$ cat config.mk
export PLATFORM = sky130hd
export DESIGN_NAME = close_latch_supervision
export DESIGN_NICKNAME = d
export VERILOG_FILES = /design/src/logic/recloser_close_pkg.sv /design/src/logic/interval_timer_if.sv /design/src/logic/close_latch_supervision.sv /design/src/logic/interval_timer.sv /design/src/logic/rise_detect.sv
export SDC_FILE = /design/constraint.sdc
export NUM_CORES = 1
export LEC_CHECK = 0
export ABC_AREA = 1
export BUFFER_PORTS_ARGS = -buffer_cell sky130_fd_sc_hd__buf_4
export CAP_MARGIN = 20
export CORE_ASPECT_RATIO = 0.8
export CORE_MARGIN = 1.5
export CORE_UTILIZATION = 53
export DETAILED_ROUTE_END_ITERATION = 10
export PLACE_DENSITY = 0.83
export SYNTH_ARGS = -nofsm -noshare
export SYNTH_HDL_FRONTEND = slang
export SYNTH_SLANG_ARGS = --single-unit
$ cat constraint.sdc
create_clock -name clk -period 2.8 [get_ports clk]
set_clock_uncertainty 0.15 [all_clocks]
set_input_delay 0.14 -clock clk [delete_from_list [all_inputs] [get_ports clk]]
set_output_delay 0.14 -clock clk [all_outputs]
set_load 0.05 [all_outputs]
$ cat src/logic/recloser_close_pkg.sv
// constants for the close latch and reclose supervision block
// assumes a 250 MHz clock and settings expressed in quarter power cycles
package recloser_close_pkg;
   // clock and processing interval (quarter of a 60 Hz power cycle)
   localparam int unsigned CLK_PERIOD_NS = 4;
   localparam int unsigned INTERVAL_NS = 4166667;
   localparam int unsigned INTERVAL_CYCLES = INTERVAL_NS / CLK_PERIOD_NS;
   localparam int unsigned INTERVALS_PER_CYCLE = 4;

   // timer settings, in processing intervals
   localparam logic [15:0] TIME_OFF = 16'hffff;
   localparam logic [15:0] CLOSE_FAIL_TIME_RST = 16'h00f0; // 60.00 cycles
   localparam logic [15:0] WINDOW_TIME_RST = 16'h0000;     // 0.00: single check

   // register byte offsets
   localparam logic [7:0] CTRL_OFS = 8'h00;
   localparam logic [7:0] CLOSE_FAIL_TIME_OFS = 8'h04;
   localparam logic [7:0] WINDOW_TIME_OFS = 8'h08;
   localparam logic [7:0] STATUS_OFS = 8'h0c;

   // control register fields and reset values
   localparam int CTRL_ROUTE_BIT = 0;
   localparam int CTRL_DEFEAT_BIT = 1;
   localparam int CTRL_INVERT_BIT = 2;
   localparam logic CTRL_ROUTE_RST = 1'b1;
   localparam logic CTRL_DEFEAT_RST = 1'b0;
   localparam logic CTRL_INVERT_RST = 1'b0;

   // status register fields
   localparam int STAT_CLOSE_BIT = 0;
   localparam int STAT_FAIL_BIT = 1;
   localparam int STAT_SEALED_BIT = 2;
   localparam int STAT_BREAKER_BIT = 3;
   localparam int STAT_SUPFAIL_BIT = 4;
   localparam int STAT_LOCKOUT_BIT = 5;

   // positions of the synchronised condition inputs
   localparam int NUM_IN = 7;
   localparam int IN_BREAKER = 0;
   localparam int IN_MANUAL = 1;
   localparam int IN_UNLATCH = 2;
   localparam int IN_INITIATE = 3;
   localparam int IN_TIMEOUT = 4;
   localparam int IN_LOCKOUT = 5;
   localparam int IN_SUPERVISE = 6;
endpackage : recloser_close_pkg

$ cat src/logic/interval_timer_if.sv
// carrier between the supervising logic and one interval timer
// assumes both ends share the block clock
`timescale 1ns/100ps
interface interval_timer_if;
   logic run;            // timing while high, cleared while low
   logic [15:0] limit;   // intervals to expiry, all ones disables
   logic expired;        // limit reached while running

   modport timer (input run, input limit, output expired);
   modport user (output run, output limit, input expired);
endinterface : interval_timer_if

$ cat src/logic/close_latch_supervision.sv
// close command latch with reclose supervision, APB slave for settings
// assumes condition inputs are asynchronous levels; APB on the block clock
//
// Our own choices: the APB slave port and the register addresses.
`timescale 1ns/100ps

module close_latch_supervision #(
   parameter int unsigned INTERVAL_CYCLES = recloser_close_pkg::INTERVAL_CYCLES // per interval
) (
   input wire logic clk,                        // 250 MHz block clock
   input wire logic srst,                       // synchronous reset, active high
   input wire logic psel,                       // APB select
   input wire logic penable,                    // APB access phase
   input wire logic pwrite,                     // APB direction, high for write
   input wire logic [7:0] paddr,                // APB byte address
   input wire logic [31:0] pwdata,              // APB write data
   output logic [31:0] prdata,                  // APB read data
   output logic pready,                         // APB ready
   output logic pslverr,                        // APB error, unmapped address
   input wire logic breakerStatusRaw,           // auxiliary contact level
   input wire logic manualCloseRequest,         // close request other than reclosing
   input wire logic closeUnlatchCond,           // extra unlatch condition
   input wire logic recloseInitiate,            // reclose initiation level
   input wire logic openIntervalTimeout,        // sequencer open interval time-out
   input wire logic sequencerLockoutState,      // sequencer in lockout
   input wire logic recloseSupervisionCond,     // supervision condition
   output logic closeCmd,                       // latched close command
   output logic closeOutputDriver,              // close output transistor drive
   output logic closeFailFlag,                  // close failure, one interval
   output logic supervisionFailPulse,           // supervision failure, one interval
   output logic lockoutRequest,                 // drive sequencer to lockout
   output logic breakerClosedStatus             // evaluated breaker status bit
);
   typedef struct packed {
      logic [recloser_close_pkg::NUM_IN-1:0] sync1;
      logic [recloser_close_pkg::NUM_IN-1:0] sync2;
      logic [20:0] divCount;
      logic tick;
      logic close;
      logic closeOut;
      logic failFlag;
      logic supFail;
      logic lockReq;
      logic breakerBit;
      logic sealed;
      logic routeClose;
      logic defeat;
      logic invert;
      logic [15:0] failTime;
      logic [15:0] winTime;
      logic pready;
      logic pslverr;
      logic [31:0] prdata;
   } state_t;

   state_t state;
   state_t next_state;

   logic breakerEval;
   logic unlatchLvl;
   logic timeoutLvl;
   logic lockoutLvl;
   logic superviseLvl;
   logic riRise;
   logic manRise;
   logic [1:0] riseVec;
   logic cfExpired;
   logic winExpired;
   logic winZero;
   logic setAllowed;
   logic sealSetOk;
   logic sealNow;
   logic sealClear;
   logic passTimeout;
   logic failNow;
   logic [31:0] statusWord;

   interval_timer_if cfBus();
   interval_timer_if winBus();

   // only the second sync stage is read below
   assign unlatchLvl = state.sync2[recloser_close_pkg::IN_UNLATCH];
   assign timeoutLvl = state.sync2[recloser_close_pkg::IN_TIMEOUT];
   assign lockoutLvl = state.sync2[recloser_close_pkg::IN_LOCKOUT];
   assign superviseLvl = state.sync2[recloser_close_pkg::IN_SUPERVISE];
   // defeat forces the status to zero, invert serves a b-type contact
   assign breakerEval = !state.defeat
      && (state.sync2[recloser_close_pkg::IN_BREAKER] ^ state.invert);

   rise_detect #(
      .WIDTH(2)
   ) u_rise (
      .clk(clk),
      .srst(srst),
      .tick(state.tick),
      .din({state.sync2[recloser_close_pkg::IN_INITIATE],
            state.sync2[recloser_close_pkg::IN_MANUAL]}),
      .rise(riseVec)
   );
   assign manRise = riseVec[0];
   assign riRise = riseVec[1];

   // close failure timer runs while the command stands
   assign cfBus.run = state.close;
   assign cfBus.limit = state.failTime;
   assign cfExpired = cfBus.expired;
   interval_timer u_cf_timer (
      .clk(clk),
      .srst(srst),
      .tick(state.tick),
      .tmr(cfBus)
   );

   // supervision window timer runs while a time-out is sealed
   assign winBus.run = state.sealed;
   assign winBus.limit = state.winTime;
   assign winExpired = winBus.expired;
   interval_timer u_win_timer (
      .clk(clk),
      .srst(srst),
      .tick(state.tick),
      .tmr(winBus)
   );

   // permissives and supervision decisions
   assign winZero = (state.winTime == 16'h0000);
   assign setAllowed = !unlatchLvl && !breakerEval && !riRise
      && !state.failFlag && !cfExpired && !state.defeat;
   assign sealSetOk = !state.close && !lockoutLvl && !breakerEval
      && !riRise && !state.supFail;
   assign sealNow = !winZero && (state.sealed || (timeoutLvl && sealSetOk));
   assign sealClear = state.close || lockoutLvl || breakerEval || riRise
      || superviseLvl || winExpired;
   assign passTimeout = superviseLvl
      && ((winZero && timeoutLvl) || sealNow);
   assign failNow = (winZero && timeoutLvl && !superviseLvl)
      || (state.sealed && winExpired && !superviseLvl);

   assign statusWord = {26'h0000000, lockoutLvl, state.supFail, state.breakerBit,
                        state.sealed, state.failFlag, state.close};

   // one evaluation of the interval logic per tick, APB every clock
   always_comb
   begin
      next_state = state;
      next_state.sync1 = {recloseSupervisionCond, sequencerLockoutState,
                          openIntervalTimeout, recloseInitiate, closeUnlatchCond,
                          manualCloseRequest, breakerStatusRaw};
      next_state.sync2 = state.sync1;
      next_state.breakerBit = breakerEval;
      if (state.divCount == 21'(INTERVAL_CYCLES - 1))
      begin
         next_state.divCount = 21'h000000;
         next_state.tick = 1'b1;
      end
      else
      begin
         next_state.divCount = state.divCount + 21'h000001;
         next_state.tick = 1'b0;
      end
      if (state.tick)
      begin
         next_state.close = (setAllowed && (passTimeout || manRise))
            || (state.close && !(unlatchLvl || breakerEval || riRise
                                 || cfExpired || state.defeat));
         next_state.failFlag = cfExpired;
         next_state.supFail = failNow;
         next_state.lockReq = failNow;
         next_state.sealed = sealNow && !sealClear;
      end
      next_state.closeOut = state.routeClose && next_state.close;
      // registered answer: ready one cycle after setup, never later
      next_state.pready = 1'b0;
      next_state.pslverr = 1'b0;
      next_state.prdata = 32'h00000000;
      if (psel && !penable)
      begin
         next_state.pready = 1'b1;
         if (paddr == recloser_close_pkg::CTRL_OFS)
            next_state.prdata = {29'h00000000, state.invert, state.defeat, state.routeClose};
         else if (paddr == recloser_close_pkg::CLOSE_FAIL_TIME_OFS)
            next_state.prdata = {16'h0000, state.failTime};
         else if (paddr == recloser_close_pkg::WINDOW_TIME_OFS)
            next_state.prdata = {16'h0000, state.winTime};
         else if (paddr == recloser_close_pkg::STATUS_OFS)
            next_state.prdata = statusWord;
         else
            next_state.pslverr = 1'b1;
      end
      // writes land only at the completing edge; status is read only
      if (psel && penable && state.pready && pwrite && !state.pslverr)
      begin
         if (paddr == recloser_close_pkg::CTRL_OFS)
         begin
            next_state.routeClose = pwdata[recloser_close_pkg::CTRL_ROUTE_BIT];
            next_state.defeat = pwdata[recloser_close_pkg::CTRL_DEFEAT_BIT];
            next_state.invert = pwdata[recloser_close_pkg::CTRL_INVERT_BIT];
         end
         else if (paddr == recloser_close_pkg::CLOSE_FAIL_TIME_OFS)
            next_state.failTime = pwdata[15:0];
         else if (paddr == recloser_close_pkg::WINDOW_TIME_OFS)
            next_state.winTime = pwdata[15:0];
      end
   end

   always_ff @(posedge clk)
   begin
      if (srst)
      begin
         state <= '0;
         state.routeClose <= recloser_close_pkg::CTRL_ROUTE_RST;
         state.defeat <= recloser_close_pkg::CTRL_DEFEAT_RST;
         state.invert <= recloser_close_pkg::CTRL_INVERT_RST;
         state.failTime <= recloser_close_pkg::CLOSE_FAIL_TIME_RST;
         state.winTime <= recloser_close_pkg::WINDOW_TIME_RST;
      end
      else
         state <= next_state;
   end

   // outputs straight from the state flops
   assign closeCmd = state.close;
   assign closeOutputDriver = state.closeOut;
   assign closeFailFlag = state.failFlag;
   assign supervisionFailPulse = state.supFail;
   assign lockoutRequest = state.lockReq;
   assign breakerClosedStatus = state.breakerBit;
   assign prdata = state.prdata;
   assign pready = state.pready;
   assign pslverr = state.pslverr;

   // checks on the interval logic
   property p_setBlocked;
      @(posedge clk) disable iff (srst)
      state.tick && !state.close && (unlatchLvl || breakerEval || riRise) |=> !closeCmd;
   endproperty
   a_setBlocked: assert property (p_setBlocked) else $error("close set while blocked");

   property p_manualSets;
      @(posedge clk) disable iff (srst)
      state.tick && setAllowed && manRise |=> closeCmd ##1 closeOutputDriver || !state.routeClose;
   endproperty
   a_manualSets: assert property (p_manualSets) else $error("manual edge did not close");

   property p_unlatch;
      @(posedge clk) disable iff (srst)
      closeCmd && state.tick && (unlatchLvl || breakerEval || riRise) |=> !closeCmd;
   endproperty
   a_unlatch: assert property (p_unlatch) else $error("close did not unlatch");

   property p_holdBetweenTicks;
      @(posedge clk) disable iff (srst)
      closeCmd && !state.tick |=> closeCmd;
   endproperty
   a_holdBetweenTicks: assert property (p_holdBetweenTicks) else $error("close lost");

   property p_failDrops;
      @(posedge clk) disable iff (srst)
      $rose(closeFailFlag) |-> !closeCmd ##1 !closeCmd;
   endproperty
   a_failDrops: assert property (p_failDrops) else $error("failure did not drop close");

   property p_failOff;
      @(posedge clk) disable iff (srst)
      state.failTime == recloser_close_pkg::TIME_OFF && !state.failFlag |=> !closeFailFlag;
   endproperty
   a_failOff: assert property (p_failOff) else $error("failure with timer off");

   property p_defeat;
      @(posedge clk) disable iff (srst)
      state.defeat && state.tick |=> !closeCmd && !breakerClosedStatus;
   endproperty
   a_defeat: assert property (p_defeat) else $error("close while defeated");

   property p_route;
      @(posedge clk) disable iff (srst)
      state.routeClose && $past(state.routeClose) |-> closeOutputDriver == closeCmd;
   endproperty
   a_route: assert property (p_route) else $error("close output not following");

   property p_zeroFail;
      @(posedge clk) disable iff (srst)
      state.tick && winZero && timeoutLvl && !superviseLvl && !closeCmd && !manRise
         |=> supervisionFailPulse && lockoutRequest && !closeCmd;
   endproperty
   a_zeroFail: assert property (p_zeroFail) else $error("zero window failure missed");

   property p_zeroPass;
      @(posedge clk) disable iff (srst)
      state.tick && winZero && timeoutLvl && superviseLvl && setAllowed |=> closeCmd;
   endproperty
   a_zeroPass: assert property (p_zeroPass) else $error("zero window pass missed");

   property p_sealPass;
      @(posedge clk) disable iff (srst)
      state.tick && !winZero && state.sealed && superviseLvl && setAllowed
         |=> closeCmd && !state.sealed;
   endproperty
   a_sealPass: assert property (p_sealPass) else $error("sealed time-out not passed");

   property p_sealClear;
      @(posedge clk) disable iff (srst)
      state.tick && state.sealed && sealClear |=> !state.sealed;
   endproperty
   a_sealClear: assert property (p_sealClear) else $error("seal not cleared");

   property p_pulseOne;
      @(posedge clk) disable iff (srst)
      supervisionFailPulse && state.tick && !failNow |=> !supervisionFailPulse;
   endproperty
   a_pulseOne: assert property (p_pulseOne) else $error("failure pulse too long");

   property p_sealBlocked;
      @(posedge clk) disable iff (srst)
      state.tick && !state.sealed && (closeCmd || lockoutLvl || breakerEval || riRise
         || supervisionFailPulse) |=> !state.sealed;
   endproperty
   a_sealBlocked: assert property (p_sealBlocked) else $error("seal set while blocked");

   property p_windowOff;
      @(posedge clk) disable iff (srst)
      state.tick && state.sealed && state.winTime == recloser_close_pkg::TIME_OFF
         |=> !supervisionFailPulse;
   endproperty
   a_windowOff: assert property (p_windowOff) else $error("failure with window off");

   property p_statusBit;
      @(posedge clk) disable iff (srst)
      breakerClosedStatus == $past(breakerEval);
   endproperty
   a_statusBit: assert property (p_statusBit) else $error("status bit not following");
endmodule : close_latch_supervision

$ cat src/logic/interval_timer.sv
// interval timer counting processing intervals while its run input stands
// assumes tick is a one-clock pulse once per processing interval
`timescale 1ns/100ps
module interval_timer (
   input wire logic clk,                  // block clock
   input wire logic srst,                 // synchronous reset, active high
   input wire logic tick,                 // processing interval strobe
   interval_timer_if.timer tmr            // run, limit and expiry
);
   typedef struct packed {
      logic [15:0] count;
   } state_t;

   state_t state;
   state_t next_state;

   // expiry is seen in the interval that completes the limit
   assign tmr.expired = tmr.run && (tmr.limit != recloser_close_pkg::TIME_OFF)
      && (({1'b0, state.count} + 17'h00001) >= {1'b0, tmr.limit});

   // count only on ticks; saturates at expiry, but wraps when the limit is all ones and no expiry comes
   always_comb
   begin
      next_state = state;
      if (!tmr.run)
         next_state.count = 16'h0000;
      else if (tick && !tmr.expired)
         next_state.count = state.count + 16'h0001;
   end

   always_ff @(posedge clk)
   begin
      if (srst)
         state <= '0;
      else
         state <= next_state;
   end
endmodule : interval_timer

$ cat src/logic/rise_detect.sv
// rising edge detector sampled once per processing interval
// assumes din is already in the clock domain
`timescale 1ns/100ps
module rise_detect #(
   parameter int WIDTH = 2                // number of inputs
) (
   input wire logic clk,                  // block clock
   input wire logic srst,                 // synchronous reset, active high
   input wire logic tick,                 // processing interval strobe
   input wire logic [WIDTH-1:0] din,      // levels to watch
   output logic [WIDTH-1:0] rise          // valid in the tick cycle
);
   typedef struct packed {
      logic [WIDTH-1:0] prev;
   } state_t;

   state_t state;
   state_t next_state;

   // compare against last interval, not last clock
   genvar i;
   generate
      for (i = 0; i < WIDTH; i++)
      begin : g_bit
         assign rise[i] = din[i] && !state.prev[i];
      end
   endgenerate

   always_comb
   begin
      next_state = state;
      if (tick)
         next_state.prev = din;
   end

   always_ff @(posedge clk)
   begin
      if (srst)
         state <= '0;
      else
         state <= next_state;
   end
endmodule : rise_detect

==> run_results.csv <==
group,metric,value,unit
timing,tns,-13.54,ns
worst_setup_path,critPathMaxStageDelay,0.35,ns
floorplan,die_area,0.0141,mm²
worst_setup_path,cp_cell_sequence,"ha_2, nand3_4, nor3_4, buf_4, nand2_1, xor2_1, ha_1, nand2_2, nand3b_2, nor2_1, nand2_2, nand3_4, a21oi_4, buf_4, buf_12, nor2_2, nor2_1",
floorplan,fp.dieH,106,µm
routing,vias,7318,
floorplan,initial_utilization,54.7,%
pwr,power_leakage,4.36,nW
cts,cts_sinks,129,
routing,drtIter0Drc,864,
synthesis,avgSynthCellArea,7.56,µm²
status,status,"finished with violations",
global_route,grt_max_degree,41,
worst_setup_path,r2r-start,"u_cf_timer.state[1]$_SDFFE_PP0P_",
timing,timing.fmax,310,MHz
placed_design,hpwl,12300,µm
routing,wirelength,23000,µm
hold_path,min-delay-start,"psel",
worst_setup_path,cp_num_cells,17,
hold_path,hold_path_class,"in -> reg",
worst_setup_path,cp-start-kind,"flop",
hold_path,hold-path-cell-count,5,
timing,timing_hold_violations_final,0,
final_layout,area_growth,37.8,%
worst_setup_path,path_class,"reg -> reg",
final_layout,nets,1198,
worst_setup_path,critPathRequiredTime,2.97,ns
floorplan,ios,92,
timing,fin_crit_sh,115,%
timing,timing.hold.ws,0.0673,ns
final_layout,regArea,0.00259,mm²
floorplan,fp.dieW,132,µm
worst_setup_path,crit_family,"simple AND/OR/NAND/NOR gates",
routing,wl_per_cell,17.8,µm
global_route,grt_overflow,0,
synthesis,ys_async_sr_fraction,0,%
pwr,total_power,4.15,mW
routing,drc,0,
synthesis,ys_ff_latch,129,
worst_setup_path,startpoint,"u_cf_timer.state[1]$_SDFFE_PP0P_",
placed_design,io_buffers,59,
final_layout,multiInputGateArea,0.00418,mm²
global_route,grt_pass1_vias,6789,
global_route,antenna_found_initial,0,
timing,drv_slew,0,
synthesis,ys.flop_type,"dfxtp_1",
final_layout,layout_commonest_cell,"buf_4",
cts,worstSkewPairLatency,0.42,ns
cts,path_clk_slew,0.06,ns
timing,slew_headroom,33.7,%
routing,dr.pass1.iters,9,
timing,finalSetupViolCount,37,
cts,numCtsBuffers,17,
hold_path,holdPathEnd,"prdata[0]$_SDFF_PP0_",
cts,root_buffer,"clkbuf_16",
worst_setup_path,arrival,3.40,ns
job,maxCapViolations,0,
worst_setup_path,r2r_slack,-0.43,ns
floorplan,rows,37,
timing,rsz0062_at_grt,"yes",
floorplan,core_area,0.0130,mm²
routing,via_per_inst,5.64,
worst_setup_path,crit_path_end_kind,"flop",
cts,cts_tree,"done",
timing,worst_slack,-0.431,ns
timing,worst_pin_slew,0.993,ns
synthesis,syn_inst,937,
final_layout,layout-drive-gt1-share,32.6,%
final_layout,post-route-util,75.3,%
worst_setup_path,rr_endpoint,"u_cf_timer.state[8]$_SDFFE_PP0P_",
final_layout,fillers,825,
pwr,peakVddDrop,0.493,mV
global_route,grt_util_all_layers,30.0,%
cts,htreeDepth,4,
synthesis,yosysUniqueCellTypes,54,
global_route,grt_pass1_wl,33200,µm
final_layout,final_cell_mix,"140 x buf_4, 130 x inv_1, 123 x dfxtp_1",
final_layout,design_area,0.00977,mm²
routing,ant_nets,0,
synthesis,ys_seq_area_share,36.4,%
worst_setup_path,cp_max_fo,6,
worst_setup_path,reg2reg_depth,17,
status,violations,"setup timing",
placed_design,place.gp.congestion,0.904,
synthesis,synth_area,0.00709,mm²
worst_setup_path,slowest_stage,"dfxtp_2",
placed_design,dpl-instance-area,0.00795,mm²
pwr,power_density,425,mW/mm²
worst_setup_path,critPathBufInv,3,
timing,fin_crit,3.23,ns
synthesis,synth-edff-count,0,
synthesis,yosysWarnings,0,
cts,cts.path.max_buffers,2,
==> stage by stage <==
stage                     setup slack, ns  std cells
after floorplan                   0.00961        952
after global placement             -0.155       1196
after detailed placement           -0.295       1196
after CTS                          -0.209       1283
after global routing               -0.578       1297
final                              -0.431       1298
==> state kept, by name, indices dropped and copies added, names as in the netlist <==
name,count
next_state,7
pslverr,1
u_rise.state,2
winBus.limit,16
lockoutRequest,1
u_cf_timer.state,16
lockoutLvl,1
state,31
closeCmd,1
breakerClosedStatus,1
cfBus.limit,16
closeOutputDriver,1
u_win_timer.state,16
closeFailFlag,1
pready,1
winBus.run,1
prdata,16
==> Yosys cell counts, drive strengths merged, types with 20 or more instances <==
library cell / instances / area [µm²]
a21oi: 81 / 450
buf: 44 / 339
dfxtp: 129 / 2580
ha: 36 / 450
inv: 144 / 541
nand2: 154 / 656
nand3: 37 / 265
nand4: 28 / 190
nor2: 121 / 557
nor3: 20 / 121
o21ai: 56 / 280
xor2: 25 / 219
==> layout make-up <==
type | count | area share [%]
Antenna cell | 1 | 0.0256
Clock buffer | 21 | 4.61
Clock inverter | 10 | 0.910
Inverter | 144 | 5.53
Multi-Input combinational cell | 625 | 42.8
Sequential cell | 129 | 26.5
Tap cell | 175 | 2.24
Timing Repair Buffer | 193 | 17.4
==> worst max path at each step <==
stage                                        endpoint  slack [ns]
detailed placement  u_win_timer.state[4]$_SDFFE_PP0P_       -0.30
global route        u_cf_timer.state[13]$_SDFFE_PP0P_       -0.58
CTS                 u_win_timer.state[4]$_SDFFE_PP0P_       -0.21
floorplan           u_cf_timer.state[10]$_SDFFE_PP0P_        0.01
finish               u_cf_timer.state[8]$_SDFFE_PP0P_       -0.43
global placement    u_win_timer.state[0]$_SDFFE_PP0P_       -0.16
==> repair_timing <==
| item | in CTS | in global routing |
|---|---|---|
| gates cloned | 4 | 2 |
| hold endpoints to repair | 57 | 0 |
| pin swaps | 24 | 26 |
| setup endpoints to repair | 37 | 37 |
| buffers inserted | 17 | 14 |
| hold buffers | 35 | 0 |
| gates resized for setup | 78 | 59 |
==> worst min-delay path: cells and delay by family <==
kind,cells,cell delay (ns)
buf+inv,1,0.12
simple gates,3,0.22
compound gates,1,0.10
==> metal layers <==
layer  part of all wire [%]  global-route usage [%]  routed length (µm)
met5                      0                       0                   0
met4                    4.2                    11.8                 979
met3                    9.7                    6.44                2230
met2                     48                    51.8               10900
met1                     39                    36.7                8890
==> kinds of logic after synthesis <==
| kind of cell | Yosys count | share of synthesized area, % |
|---|---|---|
| xor gates and xnor gates | 29 | 3.58 |
| adders and majority gates | 36 | 6.36 |
| other | 1 | 0.0529 |
| DFF | 129 | 36.4 |
| and+or+nand+nor | 383 | 27.8 |
| buffers and inverters | 201 | 13.1 |
| AOI/OAI and AO/OA | 158 | 12.6 |
==> power by group <==
part / total (mW) / internal [mW] / switching (mW)
Clock: 2.07 / 1.23 / 0.842
Sequential: 1.86 / 1.85 / 0.00765
Combinational: 0.222 / 0.0874 / 0.135
Power figures use the tool's default switching activity.
